`src/hw/tiss_pkg.sv`:
```
// tiss_pkg: register indices, field positions and reset values shared by
// the timer input source select block.
// assumes a 32-bit classic wishbone bus with byte addresses.
package tiss_pkg;
  // register indices; byte address is four times the index
  localparam logic [21:0] SEL0_IDX = 22'h0FFF3E;
  localparam logic [21:0] SEL1_IDX = 22'h0FFF4E;
  localparam logic [21:0] CLKCTL_IDX = 22'h0FFF70;
  localparam logic [21:0] ISC_IDX = 22'h0FFF71;
  // reset values
  localparam logic [7:0] SEL0_RST = 8'h00;
  localparam logic [7:0] SEL1_RST = 8'h00;
  localparam logic [7:0] CLKCTL_RST = 8'h00;
  localparam logic [7:0] ISC_RST = 8'h00;
  // writable bit masks
  localparam logic [7:0] SEL1_MASK = 8'h3F;
  localparam logic [7:0] CLKCTL_MASK = 8'h08;
  localparam logic [7:0] ISC_MASK = 8'h02;
  // field positions
  localparam int CLKCTL_DIV_BIT = 3;
  localparam int ISC_ONE_BIT = 1;
  localparam int SEL1_RTC0_BIT = 4;
  localparam int SEL1_RTC4_BIT = 5;
  // channel layout: unit 0 channels 0..7, unit 1 channels 0..3
  localparam int NUM_CH = 12;
  localparam int LIN_CH = 7;
  // synchroniser lane layout: pins, then lin, fsub, rtc
  localparam int LANE_LIN = 12;
  localparam int LANE_FSUB = 13;
  localparam int LANE_RTC = 14;
  localparam int NUM_LANES = 15;
endpackage : tiss_pkg

```
`src/hw/tiss_sync_if.sv`:
```
// tiss_sync_if: raw asynchronous levels in, filtered levels out.
// assumes one clock shared by both ends.
`timescale 1ns/1ns
`default_nettype none
interface tiss_sync_if #(parameter int W = 15);
  logic [W-1:0] raw;
  wire [W-1:0] clean;
  modport core_side (output raw, input clean);
  modport sync_side (input raw, output clean);
endinterface : tiss_sync_if
`default_nettype wire

```
`src/hw/tiss_sync.sv`:
```
// tiss_sync: three-flop synchroniser with agreement filter per lane.
// assumes inputs are asynchronous to clk_i.
`timescale 1ns/1ns
`default_nettype none
module tiss_sync #(
  parameter int W = 15
) (
  input wire logic clk_i,
  input wire logic rst_i,
  tiss_sync_if.sync_side sp
);
  genvar g;
  generate
    for (g = 0; g < W; g = g + 1)
    begin : g_lane
      logic s1_reg;
      logic s2_reg;
      logic s3_reg;
      logic clean_reg;
      logic agree;
      // first flop feeds only the second
      assign agree = (s2_reg == s3_reg);
      always_ff @(posedge clk_i)
      begin
        if (rst_i)
        begin
          s1_reg <= 1'b0;
          s2_reg <= 1'b0;
          s3_reg <= 1'b0;
          clean_reg <= 1'b0;
        end
        else
        begin
          s1_reg <= sp.raw[g];
          s2_reg <= s1_reg;
          s3_reg <= s2_reg;
          if (agree)
            clean_reg <= s3_reg;
        end
      end
      assign sp.clean[g] = clean_reg;
    end
  endgenerate
endmodule : tiss_sync
`default_nettype wire

```
`src/hw/tiss_top.sv`:
```
// tiss_top: per-channel timer input source selector with wishbone registers.
// assumes the timer channels sample chan_timer_input_o on clk_i, and that
// pins, lin receive, subsystem clock and rtc interval are asynchronous.
//
// How it works
// - source-select clear routes the channel's own input pin, except channel 7, which takes lin receive when the ISC bit is set.
// - channels 0 and 4 may take rtc interval; rtc with divider set is prohibited.
// - divide-by-2 or 4 comes from bit 3 of system clock control register.
// - both select registers reset to zero and are read/write.
//
// Added by the designer: register access over Wishbone.
`timescale 1ns/1ns
`default_nettype none
module tiss_top
(
  input wire logic clk_i,
  input wire logic rst_i,
  input wire logic wb_cyc_i,
  input wire logic wb_stb_i,
  input wire logic wb_we_i,
  input wire logic [23:0] wb_adr_i,
  input wire logic [3:0] wb_sel_i,
  input wire logic [31:0] wb_dat_i,
  output logic [31:0] wb_dat_o,
  output logic wb_ack_o,
  input wire logic [11:0] chan_input_pin_i,
  input wire logic lin_receive_pin_i,
  input wire logic fsub_clk_i,
  input wire logic rtc_interval_irq_i,
  output logic [11:0] chan_timer_input_o
);

  ////////////////////////////////////////////////////////////////////////
  // synchronisers
  tiss_sync_if #(.W(tiss_pkg::NUM_LANES)) sync_bus ();

  assign sync_bus.raw = {rtc_interval_irq_i, fsub_clk_i, lin_receive_pin_i,
                         chan_input_pin_i};

  tiss_sync #(.W(tiss_pkg::NUM_LANES)) u_sync (
    .clk_i(clk_i),
    .rst_i(rst_i),
    .sp(sync_bus.sync_side)
  );

  wire [11:0] pin_clean = sync_bus.clean[11:0];
  wire lin_clean = sync_bus.clean[tiss_pkg::LANE_LIN];
  wire fsub_clean = sync_bus.clean[tiss_pkg::LANE_FSUB];
  wire rtc_clean = sync_bus.clean[tiss_pkg::LANE_RTC];

  ////////////////////////////////////////////////////////////////////////
  // wishbone slave
  logic [7:0] sel0_reg;
  logic [7:0] sel1_reg;
  logic [7:0] clkctl_reg;
  logic [7:0] isc_reg;
  logic ack_reg;
  logic [31:0] rdata_reg;

  wire [21:0] word_idx = wb_adr_i[23:2];
  wire hit_sel0 = (word_idx == tiss_pkg::SEL0_IDX);
  wire hit_sel1 = (word_idx == tiss_pkg::SEL1_IDX);
  wire hit_clkctl = (word_idx == tiss_pkg::CLKCTL_IDX);
  wire hit_isc = (word_idx == tiss_pkg::ISC_IDX);
  wire req = wb_cyc_i && wb_stb_i && !ack_reg;
  wire wr_lane0 = req && wb_we_i && wb_sel_i[0];
  wire [7:0] wbyte = wb_dat_i[7:0];

  wire [7:0] rd_byte = hit_sel0 ? sel0_reg :
                       hit_sel1 ? sel1_reg :
                       hit_clkctl ? clkctl_reg :
                       hit_isc ? isc_reg : 8'h00;

  always_ff @(posedge clk_i)
  begin
    if (rst_i)
    begin
      sel0_reg <= tiss_pkg::SEL0_RST;
      sel1_reg <= tiss_pkg::SEL1_RST;
      clkctl_reg <= tiss_pkg::CLKCTL_RST;
      isc_reg <= tiss_pkg::ISC_RST;
    end
    else if (wr_lane0)
    begin
      if (hit_sel0)
        sel0_reg <= wbyte;
      if (hit_sel1)
        sel1_reg <= wbyte & tiss_pkg::SEL1_MASK;
      if (hit_clkctl)
        clkctl_reg <= wbyte & tiss_pkg::CLKCTL_MASK;
      if (hit_isc)
        isc_reg <= wbyte & tiss_pkg::ISC_MASK;
    end
  end

  // one-wait-state answer; unmapped reads give zero, writes are dropped
  always_ff @(posedge clk_i)
  begin
    if (rst_i)
    begin
      ack_reg <= 1'b0;
      rdata_reg <= 32'h00000000;
    end
    else
    begin
      ack_reg <= req;
      if (req && !wb_we_i)
        rdata_reg <= {24'h000000, rd_byte};
    end
  end

  assign wb_ack_o = ack_reg;
  assign wb_dat_o = rdata_reg;

  ////////////////////////////////////////////////////////////////////////
  // subsystem clock dividers
  wire div_sel = clkctl_reg[tiss_pkg::CLKCTL_DIV_BIT];
  wire lin_sw = isc_reg[tiss_pkg::ISC_ONE_BIT];
  logic fsub_last_reg;
  logic div2_reg;
  logic div4_reg;

  // dividers count filtered edges, so fsub must stay well below clk_i/8
  wire fsub_rise = fsub_clean && !fsub_last_reg;
  wire div2_rise = fsub_rise && !div2_reg;

  always_ff @(posedge clk_i)
  begin
    if (rst_i)
    begin
      fsub_last_reg <= 1'b0;
      div2_reg <= 1'b0;
      div4_reg <= 1'b0;
    end
    else
    begin
      fsub_last_reg <= fsub_clean;
      if (fsub_rise)
        div2_reg <= !div2_reg;
      if (div2_rise)
        div4_reg <= !div4_reg;
    end
  end

  ////////////////////////////////////////////////////////////////////////
  // source selection
  // prohibited rtc plus fsub/4 setting drives a quiet low level
  function automatic logic tiss_pick(
    input logic src_sel,
    input logic rtc_sel,
    input logic rtc_ok,
    input logic dsel,
    input logic pin,
    input logic d2,
    input logic d4,
    input logic rtc
  );
    logic res;
    if (!src_sel)
      res = pin;
    else if (rtc_ok && rtc_sel)
      res = dsel ? 1'b0 : rtc;
    else
      res = dsel ? d4 : d2;
    return res;
  endfunction : tiss_pick

  wire [11:0] src_sel_all = {sel1_reg[3:0], sel0_reg};
  wire rtc_sel0 = sel1_reg[tiss_pkg::SEL1_RTC0_BIT];
  wire rtc_sel4 = sel1_reg[tiss_pkg::SEL1_RTC4_BIT];
  wire pin7_src = lin_sw ? lin_clean : pin_clean[tiss_pkg::LIN_CH];
  wire [11:0] pin_src = {pin_clean[11:8], pin7_src, pin_clean[6:0]};
  wire [11:0] pick;
  logic [11:0] out_reg;

  genvar c;
  generate
    for (c = 0; c < tiss_pkg::NUM_CH; c = c + 1)
    begin : g_ch
      localparam bit IS_RTC = (c == 0) || (c == 4);
      wire rsel = (c == 0) ? rtc_sel0 : rtc_sel4;
      assign pick[c] = tiss_pick(src_sel_all[c], rsel, IS_RTC, div_sel,
                                 pin_src[c], div2_reg, div4_reg, rtc_clean);
    end
  endgenerate

  // registered output hides glitches while the select bits change
  always_ff @(posedge clk_i)
  begin
    if (rst_i)
      out_reg <= 12'h000;
    else
      out_reg <= pick;
  end

  assign chan_timer_input_o = out_reg;
endmodule : tiss_top
`default_nettype wire

```
`config.mk`:
```
export PLATFORM = sky130hd
export DESIGN_NAME = tiss_top
export DESIGN_NICKNAME = d
export VERILOG_FILES = /design/src/hw/tiss_pkg.sv /design/src/hw/tiss_sync_if.sv /design/src/hw/tiss_sync.sv /design/src/hw/tiss_top.sv
export SDC_FILE = /design/constraint.sdc
export NUM_CORES = 1
export LEC_CHECK = 0
export BUFFER_PORTS_ARGS = -buffer_cell sky130_fd_sc_hd__buf_2
export CORE_MARGIN = 1.5
export CORE_UTILIZATION = 45
export CTS_CLUSTER_DIAMETER = 60
export CTS_CLUSTER_SIZE = 8
export DETAILED_ROUTE_END_ITERATION = 8
export GPL_TIMING_DRIVEN = 0
export PLACE_DENSITY_LB_ADDON = 0.12
export SLEW_MARGIN = 20
export SYNTH_ARGS = -nofsm -noshare
export SYNTH_HDL_FRONTEND = slang
export SYNTH_SLANG_ARGS = --single-unit
export TNS_END_PERCENT = 100
```
`constraint.sdc`:
```
create_clock -name clk_i -period 3.8 [get_ports clk_i]
set_input_delay 0.19 -clock clk_i [delete_from_list [all_inputs] [get_ports clk_i]]
set_output_delay 0.19 -clock clk_i [all_outputs]
set_load 0.05 [all_outputs]
```
Word level (Yosys, flattened, before mapping)

Cells that the tools add are included.
W data, S select, Z words.

Bits in registers: 100
Bits of input ports: 80
Output and inout bits: 45

Eq/ne operators: 19
Multiplexer cells: 21
Reduce and logical (&&, ||, !) cells: 16

Operator list:

| kind                   | count |
|---|---|
| $eq A22 B20 Y1 const B | 4 |
| $mux W1                | 17 |
| $eq A1 B1 Y1           | 15 |
| $mux W8                | 1 |
| $reduce_and A2 Y1      | 4 |
| $logic_and A1 B1 Y1    | 7 |
| $mux W6                | 1 |
| $logic_not A1 Y1       | 5 |
| $mux W4                | 1 |
| $mux W2                | 1 |

Longest topological paths before layout

Word-level depth: 5
Depth in mapped cells: 6
Gate-level depth less buffers: 5

By module

A second synthesis with hierarchy kept.

Cells, all modules: 402
Area, all modules: 3,871.2 µm²

By module, submodules not included:

| module    | times used | cells an instance | area an instance (µm²) | seq. area each (µm²) |
|---|---|---|---|---|
| tiss_top  | 1          | 231               | 2,039.5                | 800.8 |
| tiss_sync | 1          | 171               | 1,831.8                | 1,201.2 |

Worst setup path before layout

OpenSTA, ideal clock, no wires.

Path type: reg2reg
Start: reg ack_reg, in the netlist wb_ack_o
End: reg sel0_reg[0]
Setup time: 128 ps
Arrival: 1,811 ps
Data required time: 3,672 ps
Setup slack: 1,861 ps
Stages on the path, launching flop included: 7
Clock period less this slack: 1,939 ps
Cells stage by stage: dfxtp_1 nand3b_1 or2_2 clkbuf_1 nor3_4 mux2i_1 nor2_1

Longest elaborated chain between the ends: 5

RTL lines:

| element                            | line            | text |
|---|---|---|
| start, declared                    | tiss_top.sv:57  | `logic ack_reg;` |
| start signal, assigned             | tiss_top.sv:106 | `ack_reg <= req;` |
| $logic_not A1 Y1                   | tiss_top.sv:65  | `wire req = wb_cyc_i && wb_stb_i && !ack_reg;` |
| $logic_and A1 B1 Y1                | tiss_top.sv:65  |  |
| $logic_and A1 B1 Y1 (2 in series)  | tiss_top.sv:66  | `wire wr_lane0 = req && wb_we_i && wb_sel_i[0];` |
| $reduce_and A2 Y1 (no source line) | n/a             |  |
| end signal, assigned               | tiss_top.sv:78  | `sel0_reg <= tiss_pkg::SEL0_RST;` |
| end signal, assigned               | tiss_top.sv:86  | `sel0_reg <= wbyte;` |
| end, declared                      | tiss_top.sv:53  | `logic [7:0] sel0_reg;` |

No other way between the ends.
A chain may end at the register's enable or synchronous reset.

Final worst setup path

Start: reg ack_reg, in the netlist wb_ack_o
End: reg sel0_reg[1]

Same word-level chain as after synthesis.

==> metrics.txt <==
min-delay worst type=input port to register; die width=92.3 microns; Routed WL=approximately 7000 microns; Req. time, crit path=roughly 4.0 ns; CTS buffer count=9; DR WL/cell=between 10 and 15 microns; yosys warns=0; sequential share of the synthesized area=55.8%; Least-Margin Pin Slew=approximately 0.57 ns; final setup TNS=0 ns; vias post-DR=~2600; total chip power=1.82 mW; die area=0.00852 sq mm; main combinational cell family by area after synthesis=simple AND/OR/NAND/NOR gates; Vias/cell=approximately 4.6; post-DP HPWL=slightly above 5000 microns; Crit. Startpoint=wb_ack_o; ys flop type=dfxtp_1; Max H-tree Level=3; Initial DRC Count=63; CTS resizes=0; hold-fix buffers at CTS=0; P&R area growth vs syn=20.4%; die height=92.3 microns; Placed Cells=approximately 550; Max VDD drop=about 0.23 mV; adder-cell share of the synthesized area=0%; grt ovf=0; vias in the first global route=roughly 2400; Power Density=about 420 mW/mm^2; Final #Nets=~540; CTS clk-pin slew, worst paths=about 0.09 ns; post-synthesis simple-gate area fraction=21.0%; CTS tree=built; first-pass GRT wire length=between 10000 and 15000 microns; Total GRT Usage=about 17%; XOR/XNOR Fraction of Synth Area=less than 1%; CP Capture Type=register; initial antenna violation count=0; number of flops mapped to enable cells by yosys=0; TritonRoute pass-1 iters=4; Worst Path Arrival=approximately 2.2 ns; RSZ-0062 raised after global routing=no; Hold Path Origin=chan_input_pin_i[7]; Worst slew margin=a little over 60%; mean area per synthesized cell=9.99 sq um; # diodes=0; pins over their slew limit=0; post-synthesis mux area share=between 4 and 5%; antenna viol nets, final=0; Clock Skews=0.0110 ns; fin util=between 50% and 60%; Yosys top cell area share=~56%; # DRC=0; placer congestion estimate=between 0.8 and 0.9; Site Rows=32; Final period util=51.1%; Unique masters post-synth=39; Final Cell Area=0.00432 sq mm; fin cells=570; Setup Fix Bufs, Post-CTS=0; status=finished clean; Period minus WS final=about 1.9 ns; max-cap violation count=0; worst skew pair latency=roughly 0.35 ns; CTS max path bufs=2; CTS root buf=clkbuf_8; I/O pins=125; FMAX=0.515 GHz; Leakage=around 1.8 nW; share of cells above drive strength 1=about a quarter; Post-DP Area=between 0.004 and 0.005 sq mm; Synth area leader=dfxtp_1; initial core utilization=approximately 46%; Syn Inst Count=between 300 and 400; Critical Path Fanout Max=8; nature of the critical path startpoint=register; IO Port Bufs=70; critical path type=register to register; Post-synth ARST share=0%; Mapped Area=roughly 0.0036 sq mm; Final Hold Viols=0; Area contributors post-synth=dfxtp_1, nor2b_1, buf_4; clk sinks=100; final setup fails=0; pin count of the biggest net entering global routing=17; flop and latch count out of synthesis=100; post-synthesis compound-gate area fraction=approximately 11%; reg2reg start=wb_ack_o; Core ar.=between 0.007 and 0.008 sq mm
[layout make-up]
class,count,area (sq um)
clock buffers,11,131
well taps,102,128
multi-input cells,241,1420
inverters,2,7.51
plain buffers,39,244
fillers,711,3410
repair buffers,70,350
flip-flops and latches,100,2000
clock inverters,5,36.3
[logic make-up (layout without fill, tap and decap cells)]
kind of cell,Yosys count,count (layout)
buffers and inverters,41,127
AND/OR/NAND/NOR,135,135
multiplexers,17,17
other,1,24
XOR/XNOR,2,2
AO/OA/AOI/OAI,63,63
flip-flops,100,100
[metrics by stage]
step / worst slack (ns) / hold slack (ns)
2_1_floorplan: 1.86 / 0.318
3_3_place_gp: 1.74 / 0.396
3_5_place_dp: 1.72 / 0.402
4_1_cts: 1.83 / 0.0168
5_1_grt: 1.70 / 0.0177
6_report: 1.86 / 0.0380
[cells in the final DEF (no fill, tap or decap), drive strengths merged, types with 2 or more instances in the layout]
cell / synthesis / final
a211oi: 14 / 14
a21oi: 21 / 21
a221oi: 3 / 3
buf: 29 / 99
clkbuf: 10 / 21
clkinvlp: 0 / 3
conb: 1 / 24
dfxtp: 100 / 100
inv: 2 / 3
mux2i: 17 / 17
nand2: 19 / 19
nand3: 2 / 2
nand4: 3 / 3
nand4b: 3 / 3
nor2: 39 / 39
nor2b: 52 / 52
nor3: 3 / 3
nor4: 3 / 3
o21ai: 19 / 19
or2: 2 / 2
or4: 2 / 2
or4b: 2 / 2
xnor2: 2 / 2
[where the power goes]
part           internal, mW  switching, mW  leakage, nW
registers              1.07        0.00791        0.814
clock network         0.239          0.334       0.0760
logic                0.0569          0.109        0.889
total                  1.37          0.451         1.78
[worst paths after layout]
check / endpoint / cells past startpoint / slack (ns)
setup / recovery: sel0_reg[1] / 6 / 1.86
hold / removal: u_sync.g_lane[7].s1_reg / 2 / 0.04
setup reg to reg: sel0_reg[1] / 6 / 1.86
hold reg to reg: u_sync.g_lane[4].s2_reg / 1 / 0.44
[layer usage]
layer,share of wire [%],up-vias,GRT usage (%)
li1,-,1389,-
met1,48,1163,21.3
met2,45,86,26.7
met3,6.4,6,5.56
met4,1.2,0,7.18
met5,0,-,0
[critical path: stages, from the launching register on]
cell	delay [ns]
dfxtp_1	0.31
nand3b_1	0.20
or2_2	0.32
clkbuf_1	0.19
nor3_4	0.48
mux2i_1	0.26
nor2_1	0.05
[cells in the mapped netlist (4+ instances only)]
cell type  number
o21ai_0        19
mux2i_1        17
nand2_1        19
a211oi_1       14
dfxtp_1       100
buf_1           4
nor2b_1        52
a21oi_1        21
clkbuf_1       10
buf_4          24
nor2_1         38
Power figures use the tool's default switching activity.
